==> src/hdl/trigger_wake_ready_map.svh <==
// Purpose: Offsets, field positions, reset values and timing counts
// Assumes: 10 MHz core clock
// Notes:   Definitions only
`ifndef TRIGGER_WAKE_READY_MAP_SVH
`define TRIGGER_WAKE_READY_MAP_SVH

`define CFG_OFFSET        8'h18
`define STATUS_OFFSET     8'h19
`define MASK_OFFSET       8'h1A
`define CFG_RESET         8'h01
`define STATUS_RESET      8'h00
`define MASK_RESET        8'h00
`define BIT_TRIG_MODE     7
`define BIT_WAKE_WITHIN   6
`define BIT_WAKE_OUTSIDE  5
`define BIT_WAKE_TILT     4
`define BIT_PULSE_SEL     3
`define BIT_PIN_TWO_FUNC  2
`define BIT_DRIVER_TYPE   1
`define BIT_POLARITY      0
`define EVT_READY         0
`define EVT_TRIGGER       1
`define EVT_WAKE          2
`define PULSE_TIME_NS     32000
`define CLK_PERIOD_NS     100
`define PULSE_CYCLES      ((`PULSE_TIME_NS + `CLK_PERIOD_NS - 1) / `CLK_PERIOD_NS)

`endif

==> src/hdl/trigger_wake_ready_pkg.sv <==
// Purpose: Types for the trigger, wake and ready configuration block
// Assumes: Nothing
// Notes:   Constants live in trigger_wake_ready_map.svh
package trigger_wake_ready_pkg;

  typedef struct packed {
    logic trigMode;
    logic wakeWithin;
    logic wakeOutside;
    logic wakeTilt;
    logic pulseSel;
    logic pinTwoFunc;
    logic driverType;
    logic polarity;
  } config_s;

  typedef struct packed {
    logic [7:0] addr;
    logic [7:0] wdata;
    logic       wr;
    logic       rd;
  } reg_req_s;

  typedef enum logic [2:0] {
    ACQ_IDLE  = 3'b001,
    ACQ_RUN   = 3'b010,
    ACQ_STORE = 3'b100
  } acq_state_e;

endpackage : trigger_wake_ready_pkg

==> src/hdl/trigger_wake_ready_config.sv <==
// Purpose: Configuration register for trigger acquisition, wake sources and ready pin
// Assumes: Register port and all pins synchronous to clk except the trigger pin
// Notes:   Status bits clear on writing one; set beats clear
`include "trigger_wake_ready_map.svh"
`timescale 1ns/100ps
`default_nettype none

module trigger_wake_ready_config #(
  parameter int DEC_WIDTH    = 13,
  parameter int PULSE_CYCLES = `PULSE_CYCLES
) (
  input  wire logic                            clk,
  input  wire logic                            rst_n,
  input  wire trigger_wake_ready_pkg::reg_req_s regReq,
  output logic [7:0]                           regRdata,
  output logic                                 irqOut,
  input  wire logic [DEC_WIDTH-1:0]            decimationCount,
  input  wire logic                            lowPowerMode,
  input  wire logic [1:0]                      bufferMode,
  input  wire logic                            bootModePin,
  input  wire logic                            outputRateTick,
  input  wire logic                            axisOutputRead,
  output logic                                 acqStart,
  input  wire logic                            acqDone,
  output logic                                 storeToOutput,
  output logic                                 storeToBuffer,
  output logic                                 sampleReadyFlag,
  input  wire logic                            withinBandEvent,
  input  wire logic                            outOfBandEvent,
  input  wire logic                            tiltChangeEvent,
  output logic                                 sleepBlock,
  output logic                                 wakeRequest,
  input  wire logic                            pinOneEvents,
  input  wire logic                            pinTwoEvents,
  input  wire logic                            pinOneReadyRoute,
  output logic                                 irqPinOneOut,
  output logic                                 irqPinOneOe,
  input  wire logic                            irqPinTwoIn,
  output logic                                 irqPinTwoOut,
  output logic                                 irqPinTwoOe,
  output logic                                 triggerActive
);

  // Refuse parameter values the counters cannot serve
  if (DEC_WIDTH < 1 || DEC_WIDTH > 16) begin : g_bad_dec_width
    $error("DEC_WIDTH out of range");
  end
  if (PULSE_CYCLES < 1 || PULSE_CYCLES > 4096) begin : g_bad_pulse_cycles
    $error("PULSE_CYCLES out of range");
  end

  // ****************************************************************
  // Registers
  // ****************************************************************
  trigger_wake_ready_pkg::config_s cfg;
  logic [7:0]                      status;
  logic [7:0]                      mask;
  logic [7:0]                      next_status;
  logic [7:0]                      next_regRdata;
  logic [7:0]                      setEvents;
  logic                            wrCfg;
  logic                            wrStatus;
  logic                            wrMask;

  assign wrCfg    = regReq.wr && (regReq.addr == `CFG_OFFSET);
  assign wrStatus = regReq.wr && (regReq.addr == `STATUS_OFFSET);
  assign wrMask   = regReq.wr && (regReq.addr == `MASK_OFFSET);

  always_ff @(posedge clk or negedge rst_n) begin
    if (!rst_n) begin
      cfg <= trigger_wake_ready_pkg::config_s'(`CFG_RESET);
    end else if (wrCfg) begin
      cfg <= trigger_wake_ready_pkg::config_s'(regReq.wdata);
    end
  end

  always_ff @(posedge clk or negedge rst_n) begin
    if (!rst_n) begin
      mask <= `MASK_RESET;
    end else if (wrMask) begin
      mask <= regReq.wdata;
    end
  end

  // Set wins over write-one-to-clear
  assign next_status = (status & ~(wrStatus ? regReq.wdata : 8'h00)) | setEvents;

  always_ff @(posedge clk or negedge rst_n) begin
    if (!rst_n) begin
      status <= `STATUS_RESET;
    end else begin
      status <= next_status;
    end
  end

  // Read data stand only in the cycle after the strobe
  always_comb begin
    next_regRdata = 8'h00;
    if (regReq.rd) begin
      case (regReq.addr)
        `CFG_OFFSET:    next_regRdata = cfg;
        `STATUS_OFFSET: next_regRdata = status;
        `MASK_OFFSET:   next_regRdata = mask;
        default:        next_regRdata = 8'h00;
      endcase
    end
  end

  always_ff @(posedge clk or negedge rst_n) begin
    if (!rst_n) begin
      regRdata <= 8'h00;
    end else begin
      regRdata <= next_regRdata;
    end
  end

  assign irqOut = |(status & mask);

  // ****************************************************************
  // Trigger input
  // ****************************************************************
  logic syncStage1;
  logic syncStage2;
  logic syncLast;
  logic trigEdge;

  // Trigger function needs pin two as input and is absent in motion mode
  assign triggerActive = cfg.pinTwoFunc && !bootModePin;

  always_ff @(posedge clk or negedge rst_n) begin
    if (!rst_n) begin
      syncStage1 <= 1'b0;
      syncStage2 <= 1'b0;
    end else begin
      syncStage1 <= irqPinTwoIn;
      syncStage2 <= syncStage1;
    end
  end

  // Edge history for the rising-edge detector
  always_ff @(posedge clk or negedge rst_n) begin
    if (!rst_n) begin
      syncLast <= 1'b0;
    end else begin
      syncLast <= syncStage2;
    end
  end

  assign trigEdge = triggerActive && syncStage2 && !syncLast;

  // ****************************************************************
  // Triggered acquisition sequencing
  // ****************************************************************
  trigger_wake_ready_pkg::acq_state_e acqState;
  logic [DEC_WIDTH-1:0]               acqCount;
  logic [DEC_WIDTH-1:0]               decTarget;
  logic                               multiMode;

  // Low power fixes decimation at one, making both modes identical
  assign decTarget = lowPowerMode ? DEC_WIDTH'(1) : decimationCount;
  // Mode bit only counts while the pin is the trigger input
  assign multiMode = triggerActive && cfg.trigMode && !lowPowerMode;

  always_ff @(posedge clk or negedge rst_n) begin
    if (!rst_n) begin
      acqState <= trigger_wake_ready_pkg::ACQ_IDLE;
      acqCount <= '0;
      acqStart <= 1'b0;
    end else begin
      acqStart <= 1'b0;
      case (acqState)
        trigger_wake_ready_pkg::ACQ_IDLE: begin
          if (!triggerActive) begin
            acqCount <= '0;
          end else if (trigEdge) begin
            acqStart <= 1'b1;
            acqState <= trigger_wake_ready_pkg::ACQ_RUN;
          end
        end
        trigger_wake_ready_pkg::ACQ_RUN: begin
          if (acqDone) begin
            if (acqCount + DEC_WIDTH'(1) >= decTarget) begin
              acqCount <= '0;
              acqState <= trigger_wake_ready_pkg::ACQ_STORE;
            end else begin
              acqCount <= acqCount + DEC_WIDTH'(1);
              if (multiMode) begin
                acqStart <= 1'b1;
              end else begin
                acqState <= trigger_wake_ready_pkg::ACQ_IDLE;
              end
            end
          end
        end
        trigger_wake_ready_pkg::ACQ_STORE: begin
          acqState <= trigger_wake_ready_pkg::ACQ_IDLE;
        end
        default: begin
          acqState <= trigger_wake_ready_pkg::ACQ_IDLE;
        end
      endcase
    end
  end

  logic storeNow;
  assign storeNow = (acqState == trigger_wake_ready_pkg::ACQ_STORE);

  always_ff @(posedge clk or negedge rst_n) begin
    if (!rst_n) begin
      storeToOutput <= 1'b0;
    end else begin
      storeToOutput <= storeNow && (bufferMode == 2'b00);
    end
  end

  always_ff @(posedge clk or negedge rst_n) begin
    if (!rst_n) begin
      storeToBuffer <= 1'b0;
    end else begin
      storeToBuffer <= storeNow && (bufferMode != 2'b00);
    end
  end

  always_ff @(posedge clk or negedge rst_n) begin
    if (!rst_n) begin
      sampleReadyFlag <= 1'b0;
    end else begin
      sampleReadyFlag <= storeNow && (bufferMode == 2'b00);
    end
  end

  // ****************************************************************
  // Auto wake and sleep sources
  // ****************************************************************
  logic withinGate;
  logic outsideGate;
  logic tiltGate;
  logic wakeSource;
  assign withinGate  = cfg.wakeWithin && withinBandEvent;
  assign outsideGate = cfg.wakeOutside && outOfBandEvent;
  assign tiltGate    = cfg.wakeTilt && tiltChangeEvent;
  assign wakeSource  = withinGate || outsideGate || tiltGate;

  always_ff @(posedge clk or negedge rst_n) begin
    if (!rst_n) begin
      sleepBlock <= 1'b0;
    end else begin
      sleepBlock <= wakeSource;
    end
  end

  always_ff @(posedge clk or negedge rst_n) begin
    if (!rst_n) begin
      wakeRequest <= 1'b0;
    end else begin
      wakeRequest <= wakeSource;
    end
  end

  // ****************************************************************
  // Ready signalling on the interrupt pins
  // ****************************************************************
  logic        readyLevel;
  logic        pulseMode;
  logic [12:0] pulseCount;
  logic        readyPulse;
  logic        readySignal;
  logic        pinOneActive;
  logic        pinTwoActive;
  logic        polarity;

  // Motion detection mode ignores pulse select
  assign pulseMode = cfg.pulseSel && !bootModePin;

  always_ff @(posedge clk or negedge rst_n) begin
    if (!rst_n) begin
      readyLevel <= 1'b0;
    end else if (sampleReadyFlag) begin
      readyLevel <= 1'b1;
    end else if (axisOutputRead) begin
      readyLevel <= 1'b0;
    end
  end

  always_ff @(posedge clk or negedge rst_n) begin
    if (!rst_n) begin
      pulseCount <= 13'h0000;
    end else if (pulseMode && outputRateTick) begin
      pulseCount <= 13'(PULSE_CYCLES);
    end else if (pulseCount != 13'h0000) begin
      pulseCount <= pulseCount - 13'h0001;
    end
  end

  assign readyPulse  = (pulseCount != 13'h0000);
  assign readySignal = pulseMode ? readyPulse : readyLevel;

  assign pinOneActive = pinOneEvents || (pinOneReadyRoute && readySignal);
  assign pinTwoActive = pinTwoEvents || (!pinOneReadyRoute && readySignal);

  // Motion detection mode forces active low
  assign polarity = bootModePin ? 1'b0 : cfg.polarity;

  always_ff @(posedge clk or negedge rst_n) begin
    if (!rst_n) begin
      irqPinOneOut <= 1'b0;
    end else begin
      irqPinOneOut <= polarity ? pinOneActive : !pinOneActive;
    end
  end

  always_ff @(posedge clk or negedge rst_n) begin
    if (!rst_n) begin
      irqPinTwoOut <= 1'b0;
    end else begin
      irqPinTwoOut <= polarity ? pinTwoActive : !pinTwoActive;
    end
  end

  assign irqPinOneOe = 1'b1;
  assign irqPinTwoOe = !triggerActive;

  // ****************************************************************
  // Status events
  // ****************************************************************
  assign setEvents = {5'h00, wakeSource, trigEdge, sampleReadyFlag};

endmodule : trigger_wake_ready_config

`default_nettype wire

==> config.mk <==
export PLATFORM = sky130hd
export DESIGN_NAME = trigger_wake_ready_config
export DESIGN_NICKNAME = d
export VERILOG_FILES = /design/src/hdl/trigger_wake_ready_pkg.sv /design/src/hdl/trigger_wake_ready_config.sv
export VERILOG_INCLUDE_DIRS = /design/src /design/src/hdl
export SDC_FILE = /design/constraint.sdc
export NUM_CORES = 1
export LEC_CHECK = 0
export BUFFER_PORTS_ARGS = -buffer_cell sky130_fd_sc_hd__buf_4
export CAP_MARGIN = 20
export CORE_ASPECT_RATIO = 0.8
export CORE_UTILIZATION = 51
export CTS_BUF_LIST = sky130_fd_sc_hd__clkbuf_8
export CTS_CLUSTER_DIAMETER = 150
export DETAILED_ROUTE_END_ITERATION = 8
export GPL_ROUTABILITY_DRIVEN = 0
export PLACE_DENSITY_LB_ADDON = 0.3
export SKIP_LAST_GASP = 1
export SYNTH_ARGS = -nofsm -noshare
export SYNTH_HDL_FRONTEND = slang
export SYNTH_SLANG_ARGS = --single-unit
export TNS_END_PERCENT = 30
==> constraint.sdc <==
create_clock -name clk -period 7.5 [get_ports clk]
set_input_delay 1.5 -clock clk [delete_from_list [all_inputs] [get_ports clk]]
set_output_delay 1.5 -clock clk [all_outputs]
set_load 0.02 [all_outputs]
After elaboration in Yosys (flattened, before gate mapping)
Index checks and enable logic that the tools add are counted.
- flip-flop bits (word level): 71
- input port bits: 47
- output and inout port bits: 20
- logic and storage cells: 107
- add/sub/neg operators: 2
- $lt $le $gt $ge: 1
- equal/unequal tests: 11
- muxes and demuxes: 28
- bitwise logic cells: 4
- reduce and logical (&&, ||, !) cells: 37
- operators with widths (kind ; number):
    13-bit two-way mux ; 6
    13-bit case mux with 2 select lines ; 1
    8-bit by 5-bit == test with 1-bit output (second input constant) ; 3
    8-bit case mux with 3 select lines ; 1
    1-bit logical AND ; 17
    8-bit bitwise AND ; 2
    8-bit two-way mux ; 2
    3-bit two-way mux ; 5
    13-bit by 1-bit adder with 13-bit output (second input constant) ; 1
    13-bit >= comparator ; 1
    13-bit nonzero test ; 1
    13-bit by 1-bit subtractor with 13-bit output (second input constant) ; 1
    1-bit two-way mux ; 11
    2-bit != test (second input constant) ; 4
    8-bit NOT ; 1
    8-bit by 3-bit OR with 8-bit output ; 1
    2-bit nonzero test ; 4
    8-bit OR reduction ; 1
    1-bit zero test ; 7
    3-bit case mux with 2 select lines ; 1
    1-bit logical OR ; 4
    4-bit AND reduction ; 1
    3-bit by 1-bit == test with 1-bit output (second input constant) ; 1
    3-bit by 2-bit == test with 1-bit output (second input constant) ; 1
    5 further kinds ; 5

Depth between registers and ports, before layout
Gate-level depths: netlist of run 1.
- depth in word-level cells: 8
- mapped depth: 14
- mapped depth without buffers: 13

Worst setup path after synthesis of run 1
No wires, ideal clock.
- path kind: input port to output port
- start: input bootModePin
- end: output triggerActive
- data arrival time: 1975 ps
- setup slack: 4025 ps
- stages on the path: 2
- buffers on the path: 0
- cells stage by stage: nand2b_1 > inv_1
- word-level cells in the longest chain between the ends: 2
- ends and longest elaborated chain (element ; line ; source):
    start: declaration ; trigger_wake_ready_config.sv:20 ; input wire logic bootModePin,
    1-bit zero test ; trigger_wake_ready_config.sv:128 ; assign triggerActive = cfg.pinTwoFunc && !bootModePin;
    1-bit logical AND ; trigger_wake_ready_config.sv:128 ;
    end: declaration ; trigger_wake_ready_config.sv:41 ; output logic triggerActive
No other way between the ends.

Worst setup path in the final report of run 1
- start: register acqCount[0]
- end: register acqCount[10]
- word-level cells in the longest chain between the ends: 5
- ends and longest elaborated chain (element ; line ; source):
    start: declaration ; trigger_wake_ready_config.sv:155 ; logic [DEC_WIDTH-1:0] acqCount;
    start signal: assignment ; trigger_wake_ready_config.sv:186 ; acqCount <= acqCount + DEC_WIDTH'(1);
    13-bit by 1-bit adder with 13-bit output * ; trigger_wake_ready_config.sv:182, trigger_wake_ready_config.sv:186 ;
    13-bit >= comparator ; trigger_wake_ready_config.sv:182 ; if (acqCount + DEC_WIDTH'(1) >= decTarget) begin
    13-bit two-way mux * ; trigger_wake_ready_config.sv:182 ;
    13-bit two-way mux * ; trigger_wake_ready_config.sv:181 ; if (acqDone) begin
    13-bit case mux with 2 select lines * ; trigger_wake_ready_config.sv:171 ; case (acqState)
Every way passes the cells marked *; elsewhere a longest branch is shown, timed or not. The select of a mux whose other input is x is not followed.
A chain may end at the register's enable or synchronous reset.

==> impl_metrics.tcl, run 1 <==
set metrics [dict create \
    cts_tree "built" \
    cts_buffers 9 \
    startpoint_type "flip-flop" \
    violations "design-rule violations" \
    fin_util_pct 63.9 \
    cts-root-buf "clkbuf_8" \
    layout-drive-gt1-share_pct 23.8 \
    grt_max_degree 72 \
    max_freq_mhz 240 \
    power.leakage_nw 2.09 \
    num_vias 3032 \
    status "finished with violations" \
    ys.warnings.count 0 \
    worstPathMaxFanout 15 \
    finalCritPeriodShare_pct 55.5 \
    syn_avg_cell_area_um2 9.77 \
    cp.arrival_ps 4420 \
    grt_pass1_vias 2997 \
    ys_async_sr_fraction_pct 100 \
    fin_nets 507 \
    p_total_uw 891 \
    yosysTopAreaCell "dfrtp_1" \
    crit_type "reg2reg" \
    combPwrFrac_pct 15.6 \
    std_cell_rows 27 \
    reg2reg_depth 12 \
    initial_core_util_pct 53.5 \
    coreArea_um2 6990 \
    drc 6 \
    routed_wl_um 8090 \
    timing.hold.ws_ps 354 \
    drtPass1Iterations 6 \
    rrSetupSlack_ps 3340 \
    viasPerCell 5.65 \
    setup_viol 0 \
    hpwl_um 5910 \
    grt_pass1_wl_um 13800 \
    cts-resized-gates 0 \
    post-route-min-period_ps 4160 \
    netlist_area_um2 3740 \
    hold_depth 0 \
    min_from "syncStage1" \
    dieWidth_um 97.8 \
    yosysTopAreaCellShare_pct 46.2 \
    syn_nets 445 \
    htree_levels 3 \
    ioPinCount 67 \
    synth_edf_count 0 \
    clock_power_share_pct 33.9 \
    postRouteAntennaNets 0 \
    tightest_slew_ps 1090 \
    synth_flop_cell "dfrtp_1" \
    ir_worst_vdd_mv 0.110 \
    clock_latency_ps 350 \
    cts.sinks 71 \
    rr_startpoint "acqCount[0]" \
    relSlewSlack_pct 27.4 \
    drt-initial-drc-count 126 \
    whs_endpoint "syncStage2" \
    cp-end-kind "flip-flop" \
    hold_viol 0 \
    synth_seq_area_share_pct 47.6 \
    antenna_cells 0 \
    crit_required_ps 7760 \
    rsz0062_at_grt "false" \
    fin_tns_setup_ps 0 \
    sw_frac_of_total_pct 28.2 \
    p_sw_uw 251 \
    maxCapViolCount 0 \
    slew_viol_final 0 \
    clk_transition_reported_paths_ps 80 \
    synthesis.instances 383 \
    skew_ps 13.2 \
    worst_r2r_endpoint "acqCount[10]" \
    routedWlPerCell_um 15.1 \
    die_h_um 78.6 \
    p_int_uw 640 \
    antenna_found_initial 0 \
    postCtsHoldBufs 0 \
    cts_buffer_depth 2 \
    hp-class "reg2reg" \
    yosys-top-cells-area "dfrtp_1 (46%), ha_1 (5.0%), mux2_2 (4.8%)" \
    post_cts.repair.setup_buffers 0 \
    io_buffers 65 \
    grt_usage_pct 23.0 \
    ys_seq_elements 71 \
    fp.dieArea_um2 7680 \
    gr-total-overflow 0 \
    area_growth_pct 19.4 \
    p_per_area_nw_per_um2 199 \
    critPathLaunch "acqCount[0]" \
    ys_types 49 \
    seqPwrFrac_pct 50.5 \
]
==> cells in the final DEF, fill, tap and decap left out, types with 2 or more instances in the layout <==
master / netlist / routed
o21ai_0: 4 / 4
nand3_1: 11 / 11
a31oi_1: 2 / 2
a21boi_0: 5 / 5
nand2b_1: 15 / 15
nand4_1: 9 / 9
clkbuf_8: 0 / 9
clkinv_4: 0 / 3
or4_4: 2 / 2
xnor2_1: 17 / 17
or3_1: 5 / 5
dfrtp_1: 69 / 69
a22oi_1: 7 / 7
and3_1: 5 / 5
a21o_1: 6 / 6
o22ai_1: 4 / 4
nor3_1: 6 / 6
or4_1: 2 / 2
a21oi_1: 30 / 30
o21ai_1: 10 / 10
dfstp_2: 2 / 2
mux2_2: 16 / 16
ha_1: 15 / 15
and4_1: 2 / 2
or2_2: 2 / 2
nor2_1: 34 / 34
nor2b_1: 4 / 4
mux2i_1: 9 / 9
nor4_1: 5 / 5
nand2_1: 35 / 35
buf_4: 3 / 65
inv_1: 19 / 20
==> synthesized netlist by cell type, types with 10 or more instances <==
master / instances
nand2_1: 35
a21oi_1: 30
dfrtp_1: 69
mux2_2: 16
inv_1: 19
o21ai_1: 10
nand2b_1: 15
ha_1: 15
nor2_1: 34
clkbuf_1: 10
nand3_1: 11
xnor2_1: 17
==> worst max-delay path by stage <==
stage	endpoint	slack (ps)	cells past startpoint
6_report	acqCount[10]	3340	12
5_1_grt	acqCount[2]	2970	13
4_1_cts	acqCount[2]	3200	12
3_5_place_dp	acqCount[2]	3240	12
3_3_place_gp	acqCount[2]	3500	12
2_1_floorplan	triggerActive	4030	2
==> stage by stage <==
stage | setup slack [ps] | cell area, um^2 | instances
finish | 3340 | 4470 | 537
global route | 2970 | 4470 | 537
CTS | 3200 | 4460 | 536
detailed placement | 3240 | 4260 | 520
global placement | 3500 | 4260 | 520
floorplan | 4030 | 3740 | 383
==> metal layers <==
metal | routed length [um] | global-route usage, % | vias to the layer above
li1 | - | - | 1465
met1 | 3730 | 30.1 | 1466
met2 | 3870 | 36.9 | 91
met3 | 400 | 6.06 | 10
met4 | 87 | 8.33 | 0
met5 | 0 | 0 | -
==> cell families (layout without fill, tap and decap cells) <==
family | count (synthesis) | after routing | synth area share [%]
XOR/XNOR | 18 | 18 | 4.21
multiplexers | 25 | 25 | 7.22
adder cells (fa/ha/maj) | 15 | 15 | 5.02
AND/OR/NAND/NOR | 145 | 145 | 20.2
other | 1 | 1 | 0.100
flip-flops | 71 | 71 | 47.6
AO/OA/AOI/OAI | 73 | 73 | 11.6
buffers and inverters | 35 | 102 | 4.01
==> power groups by stage <==
stage          clock network (mW)  registers, mW  logic [mW]
2_1_floorplan                   0          0.450      0.0923
3_3_place_gp                    0          0.455       0.133
3_5_place_dp                    0          0.456       0.140
4_1_cts                     0.310          0.450       0.141
5_1_grt                     0.326          0.455       0.157
6_report                    0.302          0.450       0.139
==> sequential cells by signal, summed over array words and instances, names as in the netlist, 3 cells and up <==
name,cells
acqCount,13
pulseCount,13
cfg,8
mask,8
regRdata,8
status,8
acqState,3
==> final cells by class <==
type	count	area [um^2]
well taps	87	109
flip-flops and latches	71	1780
multi-input cells	277	1810
clock inverters	7	73.8
fillers	572	2530
clock buffers	9	124
inverters	20	75.1
repair buffers	66	493
==> worst max-delay path, stage by stage, from the launching register on <==
cell and delay (ps):
dfrtp_1 490, ha_1 280, inv_1 70, nor4_1 710, and3_1 310, xnor2_1 140, ha_1 270, and4_1 230
nand2_1 90, o311ai_1 110, a21oi_1 850, nand2_1 290, o22ai_1 240
No activity file was read; power rests on OpenSTA's default activity.
==> inputs of run 2 (changes only) <==
- clock period: 7.5 -> 3.9 ns (I/O delays scaled with it)
==> impl_metrics.tcl, run 2 (same netlist as run 1, synthesis figures left out) <==
set metrics [dict create \
    status "finished with violations" \
    violations "design-rule violations" \
    tightest_slew_ps 890 \
    drc 5 \
    routedWlPerCell_um 14.9 \
    antenna_cells 0 \
    std_cell_rows 27 \
    htree_levels 3 \
    area_growth_pct 20.9 \
    relSlewSlack_pct 40.7 \
    coreArea_um2 6990 \
    max_stage_delay_ps 470 \
    cts_tree "built" \
    initial_core_util_pct 53.5 \
    crit_required_ps 4130 \
    viasPerCell 5.53 \
    antenna_found_initial 0 \
    combPwrFrac_pct 15.0 \
    startpoint_type "flip-flop" \
    p_total_mw 1.78 \
    fin_tns_setup_ps 0 \
    setup_viol 0 \
    hpwl_um 5930 \
    drt-initial-drc-count 277 \
    cp-end-kind "flip-flop" \
    p_sw_uw 489 \
    dieWidth_um 97.8 \
    maxCapViolCount 0 \
    layout-drive-gt1-share_pct 24.7 \
    endpoint "acqCount[6]" \
    grt_usage_pct 23.0 \
    cts_buffer_depth 2 \
    die_h_um 78.6 \
    critPathLaunch "acqCount[0]" \
    worstPathMaxFanout 8 \
    post-route-min-period_ps 3270 \
    cp_slowest_cell "dfrtp_1" \
    grt_pass1_wl_um 13900 \
    path_cells "ha_1 > inv_1 > nor4_1 > buf_4 > and3_1 > xnor2_1 > ha_1 > and4_1 > nand2_1 > o311ai_1 > a21oi_1 > buf_4 > a21oi_1 > o21ai_1" \
    worst_r2r_endpoint "acqCount[6]" \
    sw_frac_of_total_pct 27.4 \
    post_cts.repair.setup_buffers 0 \
    reg2reg_depth 14 \
    p_per_area_nw_per_um2 394 \
    gr-total-overflow 0 \
    skew_ps 5.98 \
    p_int_mw 1.29 \
    ioPinCount 67 \
    mostFrequentLayoutCells "buf_4 (70), dfrtp_1 (69), nand2_1 (35), nor2_1 (34), a21oi_1 (30)" \
    rr_startpoint "acqCount[0]" \
    max_freq_mhz 306 \
    cts-resized-gates 0 \
    num_vias 2990 \
    cts-root-buf "clkbuf_8" \
    io_buffers 65 \
    rsz0062_at_grt "false" \
    seqPwrFrac_pct 48.5 \
    hold_viol 0 \
    grt_max_degree 72 \
    postRouteAntennaNets 0 \
    rrSetupSlack_ps 630 \
    hp-class "reg2reg" \
    clock_power_share_pct 36.6 \
    crit_type "reg2reg" \
    ir_worst_vdd_mv 0.214 \
    cts.sinks 71 \
    fin_nets 511 \
    drtPass1Iterations 6 \
    timing.hold.ws_ps 367 \
    clock_latency_ps 350 \
    biggestRegsByFlops "acqCount: 13 flops, pulseCount: 13 flops" \
    postCtsHoldBufs 0 \
    grt_pass1_vias 3009 \
    final_common_cell "buf_4" \
    clk_transition_reported_paths_ps 80 \
    slew_viol_final 0 \
    finalCritPeriodShare_pct 83.9 \
    cp.arrival_ps 3510 \
    routed_wl_um 8050 \
    power.leakage_nw 2.11 \
    cts_buffers 9 \
    fp.dieArea_um2 7680 \
    fin_util_pct 64.7 \
]
run 2: power groups by stage:
stage | sequential (mW) | combinational, mW | clock (mW)
final | 0.864 | 0.267 | 0.652
after global routing | 0.873 | 0.310 | 0.695
after CTS | 0.864 | 0.270 | 0.663
after detailed placement | 0.879 | 0.268 | 0
after global placement | 0.874 | 0.259 | 0
after floorplan | 0.865 | 0.177 | 0
run 2: per-stage QoR:
step,instances,setup WS [ps],cell area [um^2]
after floorplan,383,541,3740
final,541,629,4520
after detailed placement,525,716,4300
after global placement,525,862,4300
after global routing,541,214,4520
after CTS,541,690,4520
run 2: worst max-delay path: cells and delay by family (launching register included):
kind | cells | cell delay [ps]
simple gates | 4 | 860
compound gates | 4 | 690
fa+ha+maj | 2 | 590
buf+inv | 3 | 480
flops | 1 | 470
xor+xnor | 1 | 80
run 2: layout make-up:
class / instances / area [um^2]
Fill cell: 580 / 2470
Multi-Input combinational cell: 277 / 1810
Sequential cell: 71 / 1780
Timing Repair Buffer: 70 / 526
Clock buffer: 9 / 124
Tap cell: 87 / 109
Clock inverter: 7 / 97.6
Inverter: 20 / 75.1
run 2: how the worst min path moves through the flow:
stage | cells after the start | end | start
after global placement | 0 | syncStage2 | syncStage1
after CTS | 0 | syncStage2 | syncStage1
after global routing | 0 | syncStage2 | syncStage1
after detailed placement | 0 | syncStage2 | syncStage1
final | 0 | syncStage2 | syncStage1
after floorplan | 0 | syncStage2 | syncStage1
run 2: layer usage:
metal	vias to the layer above	GRT usage (%)	part of all wire (%)
li1	1467	-	-
met1	1452	30.9	49
met2	59	36.7	46
met3	12	5.43	3.4
met4	0	7.58	1.3
met5	-	0	0
==> inputs of run 3 (changes only) <==
- clock period: 3.9 -> 3.37 ns (I/O delays scaled with it)
==> impl_metrics.tcl, run 3 (same netlist as run 1, synthesis figures left out) <==
set metrics [dict create \
    status "finished with violations" \
    violations "design-rule violations" \
    routed_wl_um 8650 \
    grt_pass1_wl_um 14300 \
    cts_buffer_depth 2 \
    crit_required_ps 3620 \
    startpoint_type "flip-flop" \
    postRouteAntennaNets 0 \
    hold_depth 0 \
    io_buffers 65 \
    hpwl_um 6110 \
    fin_ws_ps 167 \
    drtPass1Iterations 7 \
    fp.dieArea_um2 7680 \
    die_h_um 78.6 \
    cp.arrival_ps 3450 \
    setup_viol 0 \
    grt_usage_pct 23.8 \
    fin_util_pct 65.8 \
    antenna_found_initial 0 \
    hold_viol 0 \
    final_common_cell "buf_4" \
    routedWlPerCell_um 15.9 \
    ir_worst_vdd_mv 0.310 \
    power.leakage_nw 2.15 \
    ioPinCount 67 \
    dieWidth_um 97.8 \
    grt_max_degree 72 \
    post-place-ws_ps -186 \
    slew_viol_final 0 \
    biggestRegsByFlops "acqCount: 13 flops, pulseCount: 13 flops" \
    viasPerCell 5.69 \
    cts.sinks 71 \
    mostFrequentLayoutCells "buf_4 (73), dfrtp_1 (69), nand2_1 (35), nor2_1 (34), a21oi_1 (29)" \
    fin_nets 515 \
    area_growth_pct 22.9 \
    initial_core_util_pct 53.5 \
    p_per_area_nw_per_um2 466 \
    htree_levels 3 \
    rrSetupSlack_ps 170 \
    drc 6 \
    tightest_slew_ps 881 \
    cp-end-kind "flip-flop" \
    rr_startpoint "acqCount[0]" \
    antenna_cells 0 \
    rsz0062_at_grt "false" \
    cts-root-buf "clkbuf_8" \
    crit_type "reg2reg" \
    maxCapViolCount 0 \
    skew_ps 10.7 \
    relSlewSlack_pct 41.2 \
    grt_pass1_vias 2981 \
    whs_endpoint "syncStage2" \
    cts_buffers 9 \
    max_freq_mhz 312 \
    hp-class "reg2reg" \
    p_total_mw 2.14 \
    reg2reg_depth 14 \
    clock_latency_ps 350 \
    std_cell_rows 27 \
    min_from "syncStage1" \
    cts_tree "built" \
    worstPathMaxFanout 6 \
    gr-total-overflow 0 \
    drt-initial-drc-count 190 \
    worst_r2r_endpoint "acqStart" \
    layout-drive-gt1-share_pct 25.5 \
    clk_transition_reported_paths_ps 80 \
    post-route-min-period_ps 3200 \
    postCtsHoldBufs 0 \
    num_vias 3102 \
    coreArea_um2 6990 \
    finalCritPeriodShare_pct 95.0 \
]
[run 3: cell types whose count changed in the layout (fill, tap and decap cells not counted), sizes merged]
cell / before / now
clkinvlp: 2 / 1
clkinv: 3 / 2
bufinv: 2 / 3
inv: 20 / 21
buf: 70 / 74
[run 3: critical path, stage by stage, from the launching register on]
cell,delay [ps]
dfrtp_1,370
ha_1,190
inv_1,70
nor4_1,390
buf_4,230
nand3_1,100
nand2_1,80
nand2_1,60
ha_1,310
a21oi_1,140
o21a_1,150
o31ai_1,70
a21oi_1,370
nand2_1,260
o32ai_1,320
[run 3: layer usage]
layer	up-vias	wire length (um)	global-route usage, %
met5	-	0	0
met4	0	148	8.03
met3	16	493	6.06
met2	104	4120	38.1
met1	1507	3890	31.6
li1	1475	-	-
[run 3: worst max path at each step]
stage | start | endpoint | depth (start not counted)
floorplan | acqCount[0] | acqCount[10] | 13
global placement | acqCount[0] | acqCount[2] | 14
detailed placement | acqCount[0] | acqCount[2] | 14
CTS | acqCount[0] | acqCount[2] | 14
global route | acqCount[1] | acqStart | 14
finish | acqCount[0] | acqStart | 14
[run 3: stage by stage]
| step | cells | setup TNS (ps) | cell area, um^2 | hold slack [ps] |
|---|---|---|---|---|
| floorplan | 383 | 0 | 3740 | 331 |
| global route | 545 | 0 | 4600 | 359 |
| detailed placement | 527 | -631 | 4320 | 336 |
| finish | 545 | 0 | 4600 | 356 |
| CTS | 543 | 0 | 4560 | 355 |
| global placement | 527 | 0 | 4320 | 335 |
[run 3: where the power goes]
part,total (mW),internal (mW),leakage [nW],switching (mW)
clock network,0.823,0.494,0.120,0.329
logic,0.318,0.151,1.10,0.167
registers,1.00,0.930,0.932,0.0729
[run 3: cell type report]
| cell class | count | area, um^2 |
|---|---|---|
| Clock buffer | 9 | 124 |
| Clock inverter | 7 | 120 |
| Timing Repair Buffer | 74 | 568 |
| Inverter | 20 | 75.1 |
| Fill cell | 556 | 2390 |
| Sequential cell | 71 | 1780 |
| Multi-Input combinational cell | 277 | 1820 |
| Tap cell | 87 | 109 |
[run 3: repair_timing]
action	in CTS	in global routing
gates resized for setup	1	1
setup buffers	0	2
endpoints found under the hold margin	0	0
setup endpoints to repair	5	6
